<file path="src/rtl/dmc_pkg.sv">
// Purpose: Shared constants and types for the mode-control block
// Assumes: 8-bit registers addressed by a 7-bit index
// Notes: Control words arrive already deserialised as 16-bit words
package dmc_pkg;
	// Control word layout
	localparam int WORD_W = 16;
	localparam int IDX_MSB = 14;
	localparam int IDX_LSB = 8;
	localparam int ZERO_BIT = 15;
	// Register indices
	localparam logic [6:0] IDX_LEFT_LEVEL = 7'h01;
	localparam logic [6:0] IDX_RIGHT_LEVEL = 7'h02;
	localparam logic [6:0] IDX_FORMAT = 7'h03;
	localparam logic [6:0] IDX_POWER = 7'h04;
	// Field positions, format register
	localparam int POS_RIGHT_POLARITY_INVERT = 5;
	localparam int POS_ANALOG_MIX_ENABLE = 4;
	localparam int POS_DEEMPH = 3;
	localparam int POS_FMT = 0;
	// Field positions, power register; the mute bits sit in the left level register
	localparam int POS_ZCROSS = 4;
	localparam int POS_PWRDN = 0;
	localparam int POS_MUTE = 6;
	localparam int POS_MUTE_RIGHT = 7;
	// Reset values
	localparam logic [7:0] RST_FORMAT = 8'h00;
	localparam logic [7:0] RST_POWER = 8'h00;
	localparam logic [7:0] RST_LEVEL = 8'h3F;
	// Timing in sample periods
	localparam int STEP_SAMPLES = 8;
	localparam int ZC_TIMEOUT_SAMPLES = 512;
	// Audio formats
	typedef enum logic [2:0] {
		FMT_LJ = 3'h0, FMT_I2S = 3'h1, FMT_RJ24 = 3'h2,
		FMT_RJ20 = 3'h3, FMT_RJ16 = 3'h4, FMT_LJ_MASTER = 3'h5
	} dmc_format_e;
	// Mode outputs bundled together
	typedef struct packed {
		logic rightInvert;
		logic analogMix;
		logic deemphasis;
		logic [2:0] audioFormat;
		logic zeroCross;
		logic powerDown;
	} dmc_mode_s;
endpackage

</file>
<file path="src/rtl/dmc_level_stepper.sv">
// Purpose: One-channel attenuator stepping toward its target
// Assumes: sampleTick pulses once per sample period
// Notes: Zero-cross wait is bounded by a timeout
`timescale 1ns/1ns
`default_nettype none
module dmc_level_stepper
	import dmc_pkg::*;
(
	// Clock and reset
	input wire logic clk,
	input wire logic resetn,
	input wire logic clear,
	// Control
	input wire logic sampleTick,
	input wire logic stepSlot,
	input wire logic zeroCross,
	input wire logic crossing,
	input wire logic [5:0] target,
	// Status
	output logic [5:0] level,
	output logic stepped
);
	//------------------------------
	// Step pacing
	//------------------------------
	logic [5:0] level_reg, level_next;
	logic [2:0] pace_reg; // Counts sample periods between steps
	logic [9:0] wait_reg; // Samples spent waiting for a crossing
	logic due_reg; // Step slot reached, step not yet taken
	logic pending;
	wire logic paceDone = sampleTick && (pace_reg == 3'(STEP_SAMPLES - 1));
	wire logic timedOut = (wait_reg >= 10'(ZC_TIMEOUT_SAMPLES));
	wire logic zcOk = !zeroCross || crossing || timedOut;
	wire logic doStep = due_reg && pending && stepSlot && zcOk;
	assign pending = (level_reg != target);
	assign level_next = (target > level_reg) ? level_reg + 6'h01 : level_reg - 6'h01;
	assign level = level_reg;
	assign stepped = doStep;
	// Level register, step flag and counters
	always_ff @(posedge clk) begin
		if (!resetn || clear) begin
			level_reg <= RST_LEVEL[5:0];
			pace_reg <= 3'h0;
			wait_reg <= 10'h000;
			due_reg <= 1'b0;
		end else begin
			if (sampleTick) begin
				pace_reg <= pace_reg + 3'h1;
			end
			if (doStep) begin
				level_reg <= level_next;
			end
			// A slot missed while waiting is absorbed, not queued
			if (doStep || !pending) begin
				due_reg <= 1'b0;
			end else if (paceDone) begin
				due_reg <= 1'b1;
			end
			// Wait counts samples only while a due step is held back
			if (doStep || !due_reg) begin
				wait_reg <= 10'h000;
			end else if (sampleTick && zeroCross && !timedOut) begin
				wait_reg <= wait_reg + 10'h001;
			end
		end
	end
	//------------------------------
	// Checks
	//------------------------------
	property p_one_db_step;
		@(posedge clk) disable iff (!resetn || clear)
		doStep |=> ((level_reg - $past(level_reg)) == 6'h01) ||
			(($past(level_reg) - level_reg) == 6'h01);
	endproperty
	a_one_db_step: assert property (p_one_db_step) else $error("Step not 1 dB");
	property p_timeout_bound;
		@(posedge clk) disable iff (!resetn || clear)
		wait_reg <= 10'(ZC_TIMEOUT_SAMPLES);
	endproperty
	a_timeout_bound: assert property (p_timeout_bound) else $error("Wait overran");
endmodule
`default_nettype wire

</file>
<file path="src/rtl/dmc_mode_control.sv">
// Purpose: Mode registers and attenuator control of a stereo DAC
// Assumes: Control words arrive as one-cycle strobes with 16-bit data
// Notes: Power-down clears datapath state but keeps registers
//
// Notes on behaviour
// - Polarity bit set inverts right output
// - Mix bit set sums analog input
// - De-emphasis bit enables 44.1 kHz filter
// - Three-bit field selects serial audio format
// - Zero-cross bit defers steps to crossings
// - No crossing in 512 samples: step anyway
// - Per-channel detection, steps alternate channels
// - Power-down bit enters low-power state
// - Power-down resets logic, keeps registers
// - Power-down bit never resets registers
// - Attenuator moves 1 dB per eight samples
// - Word: bit15 zero, index, eight data
`timescale 1ns/1ns
`default_nettype none
module dmc_mode_control
	import dmc_pkg::*;
(
	// Clock and reset
	input wire logic clk,
	input wire logic resetn,
	// Control word port
	input wire logic wordValid,
	input wire logic [15:0] controlWord,
	// Sample timing and signal zero crossings
	input wire logic sampleTick,
	input wire logic leftCrossing,
	input wire logic rightCrossing,
	// Mode outputs
	output dmc_mode_s mode,
	output logic [5:0] leftLevel,
	output logic [5:0] rightLevel,
	output logic datapathReset
);
	//------------------------------
	// Word decode
	//------------------------------
	wire logic [6:0] registerIndex = controlWord[IDX_MSB:IDX_LSB];
	wire logic [7:0] wordData = controlWord[7:0];
	wire logic wordOk = wordValid && !controlWord[ZERO_BIT];
	wire logic wrLeft = wordOk && (registerIndex == IDX_LEFT_LEVEL);
	wire logic wrRight = wordOk && (registerIndex == IDX_RIGHT_LEVEL);
	wire logic wrFormat = wordOk && (registerIndex == IDX_FORMAT);
	wire logic wrPower = wordOk && (registerIndex == IDX_POWER);
	// Other indices fall through every decode above
	//------------------------------
	// Registers
	//------------------------------
	logic [7:0] left_reg; // Left target and mute
	logic [7:0] right_reg; // Right target
	logic [7:0] format_reg; // Format and options
	logic [7:0] power_reg; // Zero cross and power
	// Register writes, reset only by resetn
	always_ff @(posedge clk) begin
		if (!resetn) begin
			left_reg <= RST_LEVEL;
			right_reg <= RST_LEVEL;
			format_reg <= RST_FORMAT;
			power_reg <= RST_POWER;
		end else begin
			if (wrLeft) begin
				left_reg <= wordData;
			end
			if (wrRight) begin
				right_reg <= wordData;
			end
			if (wrFormat) begin
				format_reg <= wordData;
			end
			if (wrPower) begin
				power_reg <= wordData;
			end
		end
	end
	//------------------------------
	// Mode outputs
	//------------------------------
	// Reserved format codes read back as the default format
	wire logic [2:0] rawFormat = format_reg[POS_FMT +: 3];
	wire logic fmtReserved = (rawFormat > 3'(FMT_LJ_MASTER));
	wire logic pwrDown = power_reg[POS_PWRDN];
	assign mode.rightInvert = format_reg[POS_RIGHT_POLARITY_INVERT];
	assign mode.analogMix = format_reg[POS_ANALOG_MIX_ENABLE];
	assign mode.deemphasis = format_reg[POS_DEEMPH];
	assign mode.audioFormat = fmtReserved ? 3'(FMT_LJ) : rawFormat;
	assign mode.zeroCross = power_reg[POS_ZCROSS];
	assign mode.powerDown = pwrDown;
	assign datapathReset = pwrDown;
	//------------------------------
	// Attenuators
	//------------------------------
	logic turn_reg; // Which channel may step next
	logic [1:0] stepped;
	logic [1:0] crossing;
	logic [5:0] target [2];
	logic [5:0] level [2];
	// Both mute bits sit in the left level register
	wire logic mutedLeft = left_reg[POS_MUTE];
	wire logic mutedRight = left_reg[POS_MUTE_RIGHT];
	assign crossing = {rightCrossing, leftCrossing};
	assign target[0] = mutedLeft ? 6'h00 : left_reg[5:0];
	assign target[1] = mutedRight ? 6'h00 : right_reg[5:0];
	// Turn passes after a step so channels alternate
	always_ff @(posedge clk) begin
		if (!resetn || pwrDown) begin
			turn_reg <= 1'b0;
		end else if (|stepped) begin
			turn_reg <= ~turn_reg;
		end
	end
	// One stepper per channel, left is index 0
	genvar ch;
	generate
		for (ch = 0; ch < 2; ch++) begin : g_chan
			// Step slot: own turn, or other side idle
			wire logic slot = (turn_reg == 1'(ch)) ||
				(level[1 - ch] == target[1 - ch]);
			dmc_level_stepper u_step (
				.clk(clk),
				.resetn(resetn),
				.clear(pwrDown),
				.sampleTick(sampleTick),
				.stepSlot(slot),
				.zeroCross(mode.zeroCross),
				.crossing(crossing[ch]),
				.target(target[ch]),
				.level(level[ch]),
				.stepped(stepped[ch])
			);
		end
	endgenerate
	// Channel levels out to the ports
	assign leftLevel = level[0];
	assign rightLevel = level[1];
	//------------------------------
	// Checks
	//------------------------------
	// Format register holds through power-down unless written
	property p_pd_keeps_regs;
		@(posedge clk) disable iff (!resetn)
		(pwrDown && !wordOk) |=> (format_reg == $past(format_reg));
	endproperty
	a_pd_keeps_regs: assert property (p_pd_keeps_regs) else $error("Regs lost");
	// Format write lands on the next cycle
	property p_format_write;
		@(posedge clk) disable iff (!resetn)
		wrFormat |=> (format_reg == $past(wordData));
	endproperty
	a_format_write: assert property (p_format_write) else $error("Format lost");
	// Index above IDX_POWER leaves the power register alone
	property p_bad_index;
		@(posedge clk) disable iff (!resetn)
		(wordValid && registerIndex > IDX_POWER) |=> $stable(power_reg);
	endproperty
	a_bad_index: assert property (p_bad_index) else $error("Bad write");
	// Marker bit set refuses the word
	property p_bit15;
		@(posedge clk) disable iff (!resetn)
		(wordValid && controlWord[ZERO_BIT]) |=> $stable(format_reg);
	endproperty
	a_bit15: assert property (p_bit15) else $error("Bit15 taken");
	// Power-down returns both levels to their reset value
	property p_pd_clears;
		@(posedge clk) disable iff (!resetn)
		pwrDown |=> (leftLevel == RST_LEVEL[5:0]) && (rightLevel == RST_LEVEL[5:0]);
	endproperty
	a_pd_clears: assert property (p_pd_clears) else $error("No clear");
	// Reserved codes show as the default format
	property p_reserved_fmt;
		@(posedge clk) disable iff (!resetn)
		fmtReserved |-> (mode.audioFormat == 3'h0);
	endproperty
	a_reserved_fmt: assert property (p_reserved_fmt) else $error("Fmt");
	// Never both channels in one cycle
	property p_alternate;
		@(posedge clk) disable iff (!resetn)
		(&stepped) |-> 1'b0;
	endproperty
	a_alternate: assert property (p_alternate) else $error("Both");
	// Polarity bit follows the written word
	property p_invert;
		@(posedge clk) disable iff (!resetn)
		wrFormat |=> (mode.rightInvert == $past(wordData[POS_RIGHT_POLARITY_INVERT]));
	endproperty
	a_invert: assert property (p_invert) else $error("Invert");
	// Mix and de-emphasis bits follow the written word
	property p_option_write;
		@(posedge clk) disable iff (!resetn)
		wrFormat |=> (mode.analogMix == $past(wordData[POS_ANALOG_MIX_ENABLE])) &&
			(mode.deemphasis == $past(wordData[POS_DEEMPH]));
	endproperty
	a_option_write: assert property (p_option_write) else $error("Option lost");
	// Power register write lands on the next cycle
	property p_power_write;
		@(posedge clk) disable iff (!resetn)
		wrPower |=> (mode.zeroCross == $past(wordData[POS_ZCROSS])) &&
			(mode.powerDown == $past(wordData[POS_PWRDN]));
	endproperty
	a_power_write: assert property (p_power_write) else $error("Power lost");
	// Power-down also resets the channel turn
	property p_pd_turn;
		@(posedge clk) disable iff (!resetn)
		pwrDown |=> !turn_reg;
	endproperty
	a_pd_turn: assert property (p_pd_turn) else $error("Turn kept");
	// Levels only move on a granted step
	property p_level_holds;
		@(posedge clk) disable iff (!resetn || pwrDown)
		!(|stepped) |=> ($stable(leftLevel) && $stable(rightLevel));
	endproperty
	a_level_holds: assert property (p_level_holds) else $error("Level moved");
	// Main scenarios
	c_pd: cover property (@(posedge clk) wrPower ##1 pwrDown);
	c_step: cover property (@(posedge clk) stepped[0] ##[1:20] stepped[1]);
	c_fmt: cover property (@(posedge clk) wrFormat ##1 fmtReserved);
	c_refused: cover property (@(posedge clk) wordValid && !wordOk);
	c_mute: cover property (@(posedge clk) mutedRight && stepped[1]);
endmodule
`default_nettype wire

</file>
<file path="config.mk">
export PLATFORM = sky130hd
export DESIGN_NAME = dmc_mode_control
export DESIGN_NICKNAME = d
export VERILOG_FILES = /design/src/rtl/dmc_pkg.sv /design/src/rtl/dmc_level_stepper.sv /design/src/rtl/dmc_mode_control.sv
export SDC_FILE = /design/constraint.sdc
export NUM_CORES = 1
export LEC_CHECK = 0
export BUFFER_PORTS_ARGS = -buffer_cell sky130_fd_sc_hd__buf_2
export CAP_MARGIN = 30
export CORE_MARGIN = 4
export CORE_UTILIZATION = 55
export CTS_CLUSTER_DIAMETER = 40
export DETAILED_ROUTE_END_ITERATION = 16
export PLACE_DENSITY = 0.72
export SLEW_MARGIN = 20
export SYNTH_ARGS = -nofsm -noshare
export SYNTH_HDL_FRONTEND = slang
export SYNTH_SLANG_ARGS = --single-unit
export TNS_END_PERCENT = 100
</file>
<file path="constraint.sdc">
create_clock -name clk -period 3.2 [get_ports clk]
set_input_delay 0.8 -clock clk [delete_from_list [all_inputs] [get_ports clk]]
set_output_delay 0.8 -clock clk [all_outputs]
set_load 0.02 [all_outputs]
</file>
After elaboration in Yosys (flattened, before gate mapping)
Index checks and enable logic that the tools add are counted.
- bits in registers: 66
- bits of input ports: 22
- word-level logic and storage cells: 83
- add/sub/neg operators: 8
- $lt $le $gt $ge: 5
- equality and inequality tests: 10
- multiplexer cells: 5
- bitwise gates (word level): 1
- reductions and logical operators: 41
- operator list (kind ; number):
    $mux 6 ; 4
    $add 10x1->10 const B ; 2
    $ge 10x10->1 const B ; 2
    $logic_and 1x1->1 ; 16
    $eq 7x2->1 const B ; 2
    $add 6x1->6 const B ; 2
    $eq 6x6->1 ; 2
    $gt 6x6->1 ; 2
    $ne 6x6->1 ; 2
    $sub 6x1->6 const B ; 2
    $logic_or 1x1->1 ; 11
    $reduce_or 2->1 ; 5
    $logic_not 1->1 ; 9
    $eq 7x1->1 const B ; 1
    $eq 7x3->1 const B ; 1
    $add 3x1->3 const B ; 2
    $eq 3x3->1 const B ; 2
    $gt 3x3->1 const B ; 1
    $mux 3 ; 1
    $not 1->1 ; 1

Depth between registers and ports, before layout
Gate-level depths: netlist of the first run.
- depth in word-level cells: 7
- gate-level depth with buffers: 13

Cells and area by module
A second synthesis of the first run with hierarchy kept.
- cell total of the unflattened synthesis: 429
- area, all modules: 3661.0 µm²
- by module, submodules not included (module ; times used ; cells an instance ; area an instance (µm²) ; seq. area each (µm²)):
    dmc_level_stepper ; 2 ; 131 ; 1151.1 ; 400.4
    dmc_mode_control ; 1 ; 167 ; 1358.8 ; 460.4

Least setup slack after synthesis of the first run
OpenSTA, ideal clock, no wires.
- path kind: reg-to-reg
- start: register g_chan[0].u_step.level_reg[4]
- end: register g_chan[0].u_step.level_reg[5]
- library setup time: 0.062 ns
- arrival: 2.780 ns
- data required time: 3.138 ns
- slack: 0.358 ns
- cell stages (with the launch flop): 14
- buffers on the path: 0
- clock period less this slack: 2.842 ns
- path through: dfxtp_1 -> inv_1 -> ha_1 -> a21oi_1 -> nand2_1 -> a211oi_1 -> or2_2 -> ha_1 -> a211oi_1 -> o21bai_1 -> a21oi_1 -> xor2_1 -> or3_1 -> nand3_1
- longest elaborated chain between the ends: 4
- elaborated cells between the ends (all ways): 8
- those cells by class: 2 x add/sub; 1 x order compare; 1 x eq/ne; 1 x mux; 3 x reduce/logical
- ends and longest elaborated chain (item ; line ; text):
    from (decl) ; dmc_level_stepper.sv:26 ; logic [5:0] level_reg, level_next;
    from (signal assigned) ; dmc_level_stepper.sv:42 ; level_reg <= RST_LEVEL[5:0];
    from (signal assigned) ; dmc_level_stepper.sv:51 ; level_reg <= level_next;
    parallel branches: the longest is 4 deep, another holds $sub 6x1->6 ; n/a ;
Several ways; the timed one is not identified.
A chain may end at the register's enable or synchronous reset.

Worst setup path in the final report of the first run
- start: register left_reg[6]
- end: register g_chan[0].u_step.level_reg[5]
- longest elaborated chain between the ends: 5
- elaborated cells between the ends (all ways): 7
- those cells by class: 1 x order compare; 1 x eq/ne; 2 x mux; 3 x reduce/logical
- ends and longest elaborated chain (item ; line ; text):
    from (decl) ; dmc_mode_control.sv:53 ; logic [7:0] left_reg;
    from (signal assigned) ; dmc_mode_control.sv:66 ; left_reg <= wordData;
    $mux 6 * ; dmc_mode_control.sv:105 ; assign target[0] = mutedLeft ? 6'h00 : left_reg[5:0];
    parallel branches: the longest is 4 deep, another holds $gt 6x6->1 ; n/a ;
Every way passes the cells marked *.

==> results of run 1 <==
[metrics by stage]
step	hold slack [ns]	power, mW
2_1_floorplan	0.433	0.847
3_3_place_gp	0.451	0.872
3_5_place_dp	0.457	0.874
4_1_cts	0.474	1.57
5_1_grt	0.493	1.61
6_report	0.470	1.55
[routing by layer]
metal,global-route usage,up-vias,part of all wire
li1,-,1311,-
met1,0.241,1152,0.48
met2,0.306,44,0.47
met3,0.0596,7,0.043
met4,0.0590,0,0.013
met5,0,-,0
[cell usage after synthesis, types with 4 or more instances]
cell	instances	area share
nor2b_1	23	0.043
nand2b_1	6	0.011
a21oi_1	14	0.021
clkbuf_1	4	0.0045
o21ai_0	7	0.011
a21o_1	4	0.0091
nand2_1	37	0.042
nor2_1	32	0.036
dfxtp_1	63	0.38
buf_4	5	0.011
inv_1	18	0.020
o211ai_1	5	0.011
a211oi_1	6	0.014
and3_1	6	0.011
nand3_1	6	0.0091
xor2_1	15	0.040
or3_1	5	0.0095
xnor2_1	10	0.026
ha_1	28	0.11
mux2i_1	29	0.088
nand4_1	5	0.0095
[area by class of cell]
type	count	area [µm²]
Timing Repair Buffer	45	233
Sequential cell	63	1260
Clock buffer	12	155
Multi-Input combinational cell	265	1920
Inverter	18	67.6
Fill cell	482	1910
Tap cell	72	90.1
Clock inverter	3	42.5
[critical path, stage by stage, from the launching register on]
cell and delay [ns]:
dfxtp_1 0.42, nor2b_1 0.07, ha_1 0.32, nand4_1 0.15
a21oi_1 0.15, a211oi_1 0.08, or2_2 0.35, ha_1 0.33
a211oi_2 0.26, o21bai_1 0.10, a21oi_1 0.18, xor2_1 0.09
or3_1 0.31, nand3_1 0.08
[what timing repair did]
item | 4_1_cts | 5_1_grt
setup buffers | 0 | 0
hold endpoints to repair | 0 | 0
endpoints found under the setup margin | 0 | 2
gates resized for setup | 0 | 2
[how the worst max path moves through the flow]
stage / slack [ns] / endpoint / startpoint / cells after the start
after CTS: 0.21 / g_chan[0].u_step.level[5]$_SDFFE_PP1P_ / left_reg[6]$_SDFFE_PN0P_ / 13
after detailed placement: 0.22 / g_chan[0].u_step.level[5]$_SDFFE_PP1P_ / left_reg[6]$_SDFFE_PN0P_ / 13
final: 0.27 / g_chan[0].u_step.level[5]$_SDFFE_PP1P_ / left_reg[6]$_SDFFE_PN0P_ / 13
after global placement: 0.31 / g_chan[0].u_step.level[5]$_SDFFE_PP1P_ / left_reg[6]$_SDFFE_PN0P_ / 13
after global routing: 0.04 / g_chan[1].u_step.level[5]$_SDFFE_PP1P_ / g_chan[1].u_step.level[4]$_SDFFE_PP1P_ / 13
after floorplan: 0.36 / g_chan[0].u_step.level[5]$_SDFFE_PP1P_ / g_chan[0].u_step.level[4]$_SDFFE_PP1P_ / 13
[report_power, final]
group	leakage [nW]	switching (mW)	internal [mW]	total [mW]
logic	1.09	0.0337	0.0289	0.0626
clock network	0.0985	0.298	0.397	0.695
registers	0.510	0.00355	0.790	0.793
total	1.70	0.335	1.22	1.55
[logic make-up (layout without fill, tap and decap cells)]
kind of cell / count (synthesis) / after routing
buf+inv: 30 / 78
xor+xnor: 25 / 25
simple gates: 136 / 136
fa+ha+maj: 30 / 30
mux: 29 / 29
flops: 63 / 63
compound gates: 45 / 45
==> impl_metrics.py, run 1 <==
metrics = {
    "yosys": {
        "syn_avg_cell_area_um2": 9.24,
        "synth_seq_cells": 63,
        "yosys.area_share.adder": 0.118,
        "synth_edf_count": 0,
        "syn_nets": 410,
        "async_reset_ff_frac": 0,
        "synthSimpleGateAreaFrac": 0.220,
        "synth_top_family_by_area": "simple AND/OR/NAND/NOR gates",
        "muxShareOfSynthArea": 0.0877,
        "netlist_area_um2": 3310,
        "synth_ff_type": "dfxtp_1",
        "synthCells": 358,
        "synth_compound_area_frac": 0.0862,
        "ys_seq_area_frac": 0.381,
        "synthDistinctLibCells": 44,
        "synthXorXnorAreaFrac": 0.0662,
        "yosys_warnings": 0,
    },
    "cts": {
        "clk_latency_ns": 0.34,
        "cts_root_buf": "clkbuf_8",
        "cts_tree": "built",
        "cts_sinks": 63,
        "holdBufCountCts": 0,
        "clk_pin_slew_worst_paths_ns": 0.07,
        "cts_buffer_depth": 2,
        "numCtsBuffers": 9,
        "cts.htree.levels": 3,
    },
    "floorplanning": {
        "die_y_um": 85.6,
        "std_cell_rows": 27,
        "initial_utilization": 0.583,
        "die-area_um2": 7320,
        "die_x_um": 85.6,
        "coreArea_um2": 5680,
        "ios": 43,
    },
    "power": {
        "p_per_area_nw_per_um2": 412,
        "ir_worst_vdd_uv": 361,
        "p_leak_nw": 1.70,
    },
    "drt": {
        "routed_wl_um": 6360,
        "ant_nets": 0,
        "first_pass_iters": 4,
        "wire_per_inst_um": 13.3,
        "vias": 2514,
        "drt-initial-drc-count": 75,
        "drc": 0,
        "avgViaCountPerCell": 5.26,
    },
    "global_routing": {
        "grt.total_usage": 0.189,
        "grt-ovfl-total": 0,
        "grt_pass1_vias": 2461,
        "antenna_found_initial": 0,
        "grt_first_pass_wirelength_um": 11100,
        "grt_max_degree": 25,
    },
    "sta": {
        "min_period_over_period": 0.916,
        "rsz0062_at_grt": "no",
        "fmax_ghz": 0.341,
        "skew_ns": 0.00524,
        "slew_viol_final": 0,
        "worstMarginPinSlew_ns": 0.545,
        "fin_tns_setup_ns": 0,
        "setup_slack_ns": 0.268,
        "setup_viol_count_final": 0,
        "finalHoldViolCount": 0,
        "min_period_ns": 2.93,
        "maxSlewHeadroom": 0.634,
    },
    "min_path": {
        "holdPathEnd": "left_reg[5]$_SDFFE_PN1P_",
        "hp-start": "left_reg[5]$_SDFFE_PN1P_",
        "hold_path_depth": 2,
        "min_path_type": "reg -> reg",
    },
    "finish": {
        "layout.nets": 454,
        "largest_register_ffs": 20,
        "drive_gt1_frac": 0.175,
        "n_antenna_cell": 0,
        "fin_area_um2": 3770,
        "fin_cells": 478,
        "areaGrowthSynthToFinish_pct": 13.9,
        "layout_common_cells": "dfxtp_1 (62), buf_2 (42), nand2_1 (37)",
        "final_common_cell": "dfxtp_1",
        "utilization": 0.664,
    },
    "run": {
        "maxCapViolations": 0,
    },
    "worst_setup_path": {
        "required_ns": 3.48,
        "arrival_ns": 3.21,
        "crit_path_max_fanout": 7,
        "r2r.worst_path.cells": 13,
        "r2r_slack_ns": 0.27,
        "r2r-end": "g_chan[0].u_step.level[5]$_SDFFE_PP1P_",
        "startpoint_type": "flip-flop",
        "end_kind": "flip-flop",
        "rr_startpoint": "left_reg[6]$_SDFFE_PN0P_",
        "worstSetupPathType": "reg -> reg",
    },
    "placement": {
        "place_hpwl_um": 4830,
        "gp_congestion": 0.796,
        "place_inst": 463,
        "placed_area_um2": 3560,
        "port_buffers": 42,
        "place_ws_ns": 0.224,
    },
    "run_status": {
        "status": "finished clean",
    },
}
(Power assumes the default switching activity.)
==> run 2, diff against run 1 <==
--- a/config.mk
+++ b/config.mk
@@ -5,13 +5,13 @@
 export SDC_FILE = /design/constraint.sdc
 export NUM_CORES = 1
 export LEC_CHECK = 0
-export BUFFER_PORTS_ARGS = -buffer_cell sky130_fd_sc_hd__buf_2
 export CAP_MARGIN = 30
 export CORE_MARGIN = 4
 export CORE_UTILIZATION = 55
 export CTS_CLUSTER_DIAMETER = 40
 export DETAILED_ROUTE_END_ITERATION = 16
-export PLACE_DENSITY = 0.72
+export DONT_BUFFER_PORTS = 1
+export PLACE_DENSITY = 0.66
 export SLEW_MARGIN = 20
 export SYNTH_ARGS = -nofsm -noshare
 export SYNTH_HDL_FRONTEND = slang
==> run 2 against run 1 <==
Effect of this change:
- sequential cell count is the same
- clock power rose by 6.0%
- critical path type unchanged
- maximum frequency shrank 1.1%
- wire length down 0.50%
- die area stayed put
- setup slack lost 0.033 ns
- largest power group unchanged
- clock skew grew 0.0035 ns
- combinational power decreased by 38%
- largest cell class unchanged
- sequential power about the same
==> impl_metrics.py, run 2 (synthesis results as in run 1) <==
metrics = {
    "floorplanning": {
        "std_cell_rows": 27,
        "coreArea_um2": 5680,
        "die_y_um": 85.6,
        "die_x_um": 85.6,
        "initial_utilization": 0.583,
        "die-area_um2": 7320,
        "ios": 43,
    },
    "power": {
        "power_switching_uw": 324,
        "ir_worst_vdd_uv": 393,
        "power.internal_mw": 1.25,
        "switching_share": 0.206,
        "clock_power_share": 0.470,
        "p_per_area_nw_per_um2": 427,
        "p_leak_nw": 1.60,
        "combPwrFrac": 0.025,
        "p_seq_frac": 0.506,
    },
    "sta": {
        "min_period_ns": 2.96,
        "maxSlewHeadroom": 0.547,
        "rsz0062_at_grt": "no",
        "min_period_over_period": 0.926,
        "worstMarginPinSlew_ns": 0.674,
        "setup_viol_count_final": 0,
        "finalHoldViolCount": 0,
        "fin_tns_setup_ns": 0,
        "slew_viol_final": 0,
        "fmax_ghz": 0.337,
        "skew_ns": 0.00876,
    },
    "worst_setup_path": {
        "crit_family": "simple AND/OR/NAND/NOR gates",
        "crit_start": "left_reg[6]$_SDFFE_PN0P_",
        "cpPeakStageDelay_ns": 0.42,
        "arrival_ns": 3.23,
        "path_cells": "nor2b_1 -> ha_1 -> nand4_1 -> a21oi_1 -> a211oi_1 -> or2_2 -> ha_1 -> o21ai_0 -> o21bai_1 -> a21oi_1 -> xor2_1 -> or3_1 -> nand3_1",
        "worstSetupPathType": "reg -> reg",
        "cp_slowest_cell": "dfxtp_1",
        "end_kind": "flip-flop",
        "crit_path_max_fanout": 7,
        "required_ns": 3.47,
        "startpoint_type": "flip-flop",
        "critPathBufInv": 0,
        "rr_startpoint": "left_reg[6]$_SDFFE_PN0P_",
    },
    "drt": {
        "avgViaCountPerCell": 5.33,
        "drt-initial-drc-count": 62,
        "first_pass_iters": 4,
        "vias": 2397,
        "wire_per_inst_um": 14.1,
        "ant_nets": 0,
        "routed_wl_um": 6330,
        "drc": 0,
    },
    "global_routing": {
        "antenna_found_initial": 0,
        "grt-ovfl-total": 0,
        "grt_max_degree": 25,
        "grt.total_usage": 0.182,
        "grt_pass1_vias": 2267,
        "grt_first_pass_wirelength_um": 10600,
    },
    "finish": {
        "layout.nets": 425,
        "drive_gt1_frac": 0.116,
        "largest_register_ffs": 20,
        "utilization": 0.648,
        "n_antenna_cell": 0,
        "areaGrowthSynthToFinish_pct": 11.2,
        "final_common_cell": "dfxtp_1",
        "layout_common_cells": "dfxtp_1 (63), nand2_1 (37), nor2_1 (32)",
    },
    "cts": {
        "numCtsBuffers": 9,
        "clk_latency_ns": 0.34,
        "clk_pin_slew_worst_paths_ns": 0.07,
        "cts_root_buf": "clkbuf_8",
        "post_cts_buffers": 0,
        "cts_tree": "built",
        "cts.htree.levels": 3,
        "cts_buffer_depth": 2,
        "cts_sinks": 63,
    },
    "placement": {
        "port_buffers": 0,
        "place_hpwl_um": 4710,
        "gp_congestion": 0.795,
    },
    "run_status": {
        "status": "finished clean",
    },
    "min_path": {
        "min_path_type": "reg -> reg",
        "hp-start": "right_reg[3]$_SDFFE_PN1P_",
    },
    "run": {
        "maxCapViolations": 0,
    },
}
==> run 2: changes by cell type in the layout (fill, tap and decap cells not counted), sizes merged <==
cell,previous run,this run
clkinv,1,2
clkbuf,12,10
clkinvlp,1,2
buf,45,16
bufinv,1,2
==> run 2: per-layer routing <==
layer,GRT usage,wire length [µm]
met1,0.233,3080
met2,0.284,2870
met3,0.0586,286
met4,0.0719,94
met5,0,0
==> run 2: metrics by stage <==
| stage | setup slack, ns | cell area [µm²] | power (mW) | std cells | hold WS, ns |
|---|---|---|---|---|---|
| global route | 0.0289 | 3680 | 1.64 | 450 | 0.504 |
| detailed placement | 0.241 | 3450 | 0.849 | 434 | 0.456 |
| finish | 0.236 | 3680 | 1.57 | 450 | 0.470 |
| global placement | 0.319 | 3450 | 0.848 | 434 | 0.449 |
| CTS | 0.194 | 3660 | 1.59 | 450 | 0.476 |
| floorplan | 0.358 | 3310 | 0.847 | 358 | 0.433 |
==> run 2: final timing paths <==
path / endpoint / slack, ns / cells after the start
max: g_chan[0].u_step.level[5]$_SDFFE_PP1P_ / 0.24 / 13
min: right_reg[3]$_SDFFE_PN1P_ / 0.47 / 2
max reg2reg: g_chan[0].u_step.level[5]$_SDFFE_PP1P_ / 0.24 / 13
min reg2reg: right_reg[3]$_SDFFE_PN1P_ / 0.47 / 2
==> run 2: area by class of cell <==
cell class              count  area, µm²
multi-input cells         265       1930
well taps                  72       90.1
repair buffers             16        120
inverters                  18       67.6
clock buffers              10        128
flip-flops and latches     63       1260
fillers                   476       2000
clock inverters             6       85.1
==> run 2: worst register-to-register path, delay by kind of cell (launching register included) <==
family | cells | cell delay, ns
simple gates | 5 | 0.96
fa+ha+maj | 2 | 0.67
xor+xnor | 1 | 0.09
flops | 1 | 0.42
compound gates | 5 | 0.74
==> run 2: repair_timing <==
action,4_1_cts,5_1_grt
gates resized for setup,0,3
endpoints found under the setup margin,0,2
endpoints found under the hold margin,0,0
hold buffers,0,0
==> run 2: power by group through the flow <==
stage	logic [mW]	registers, mW	clock network [mW]
finish	0.0390	0.793	0.737
global route	0.0437	0.794	0.799
CTS	0.0390	0.793	0.756
detailed placement	0.0382	0.811	0
global placement	0.0372	0.811	0
floorplan	0.0363	0.810	0
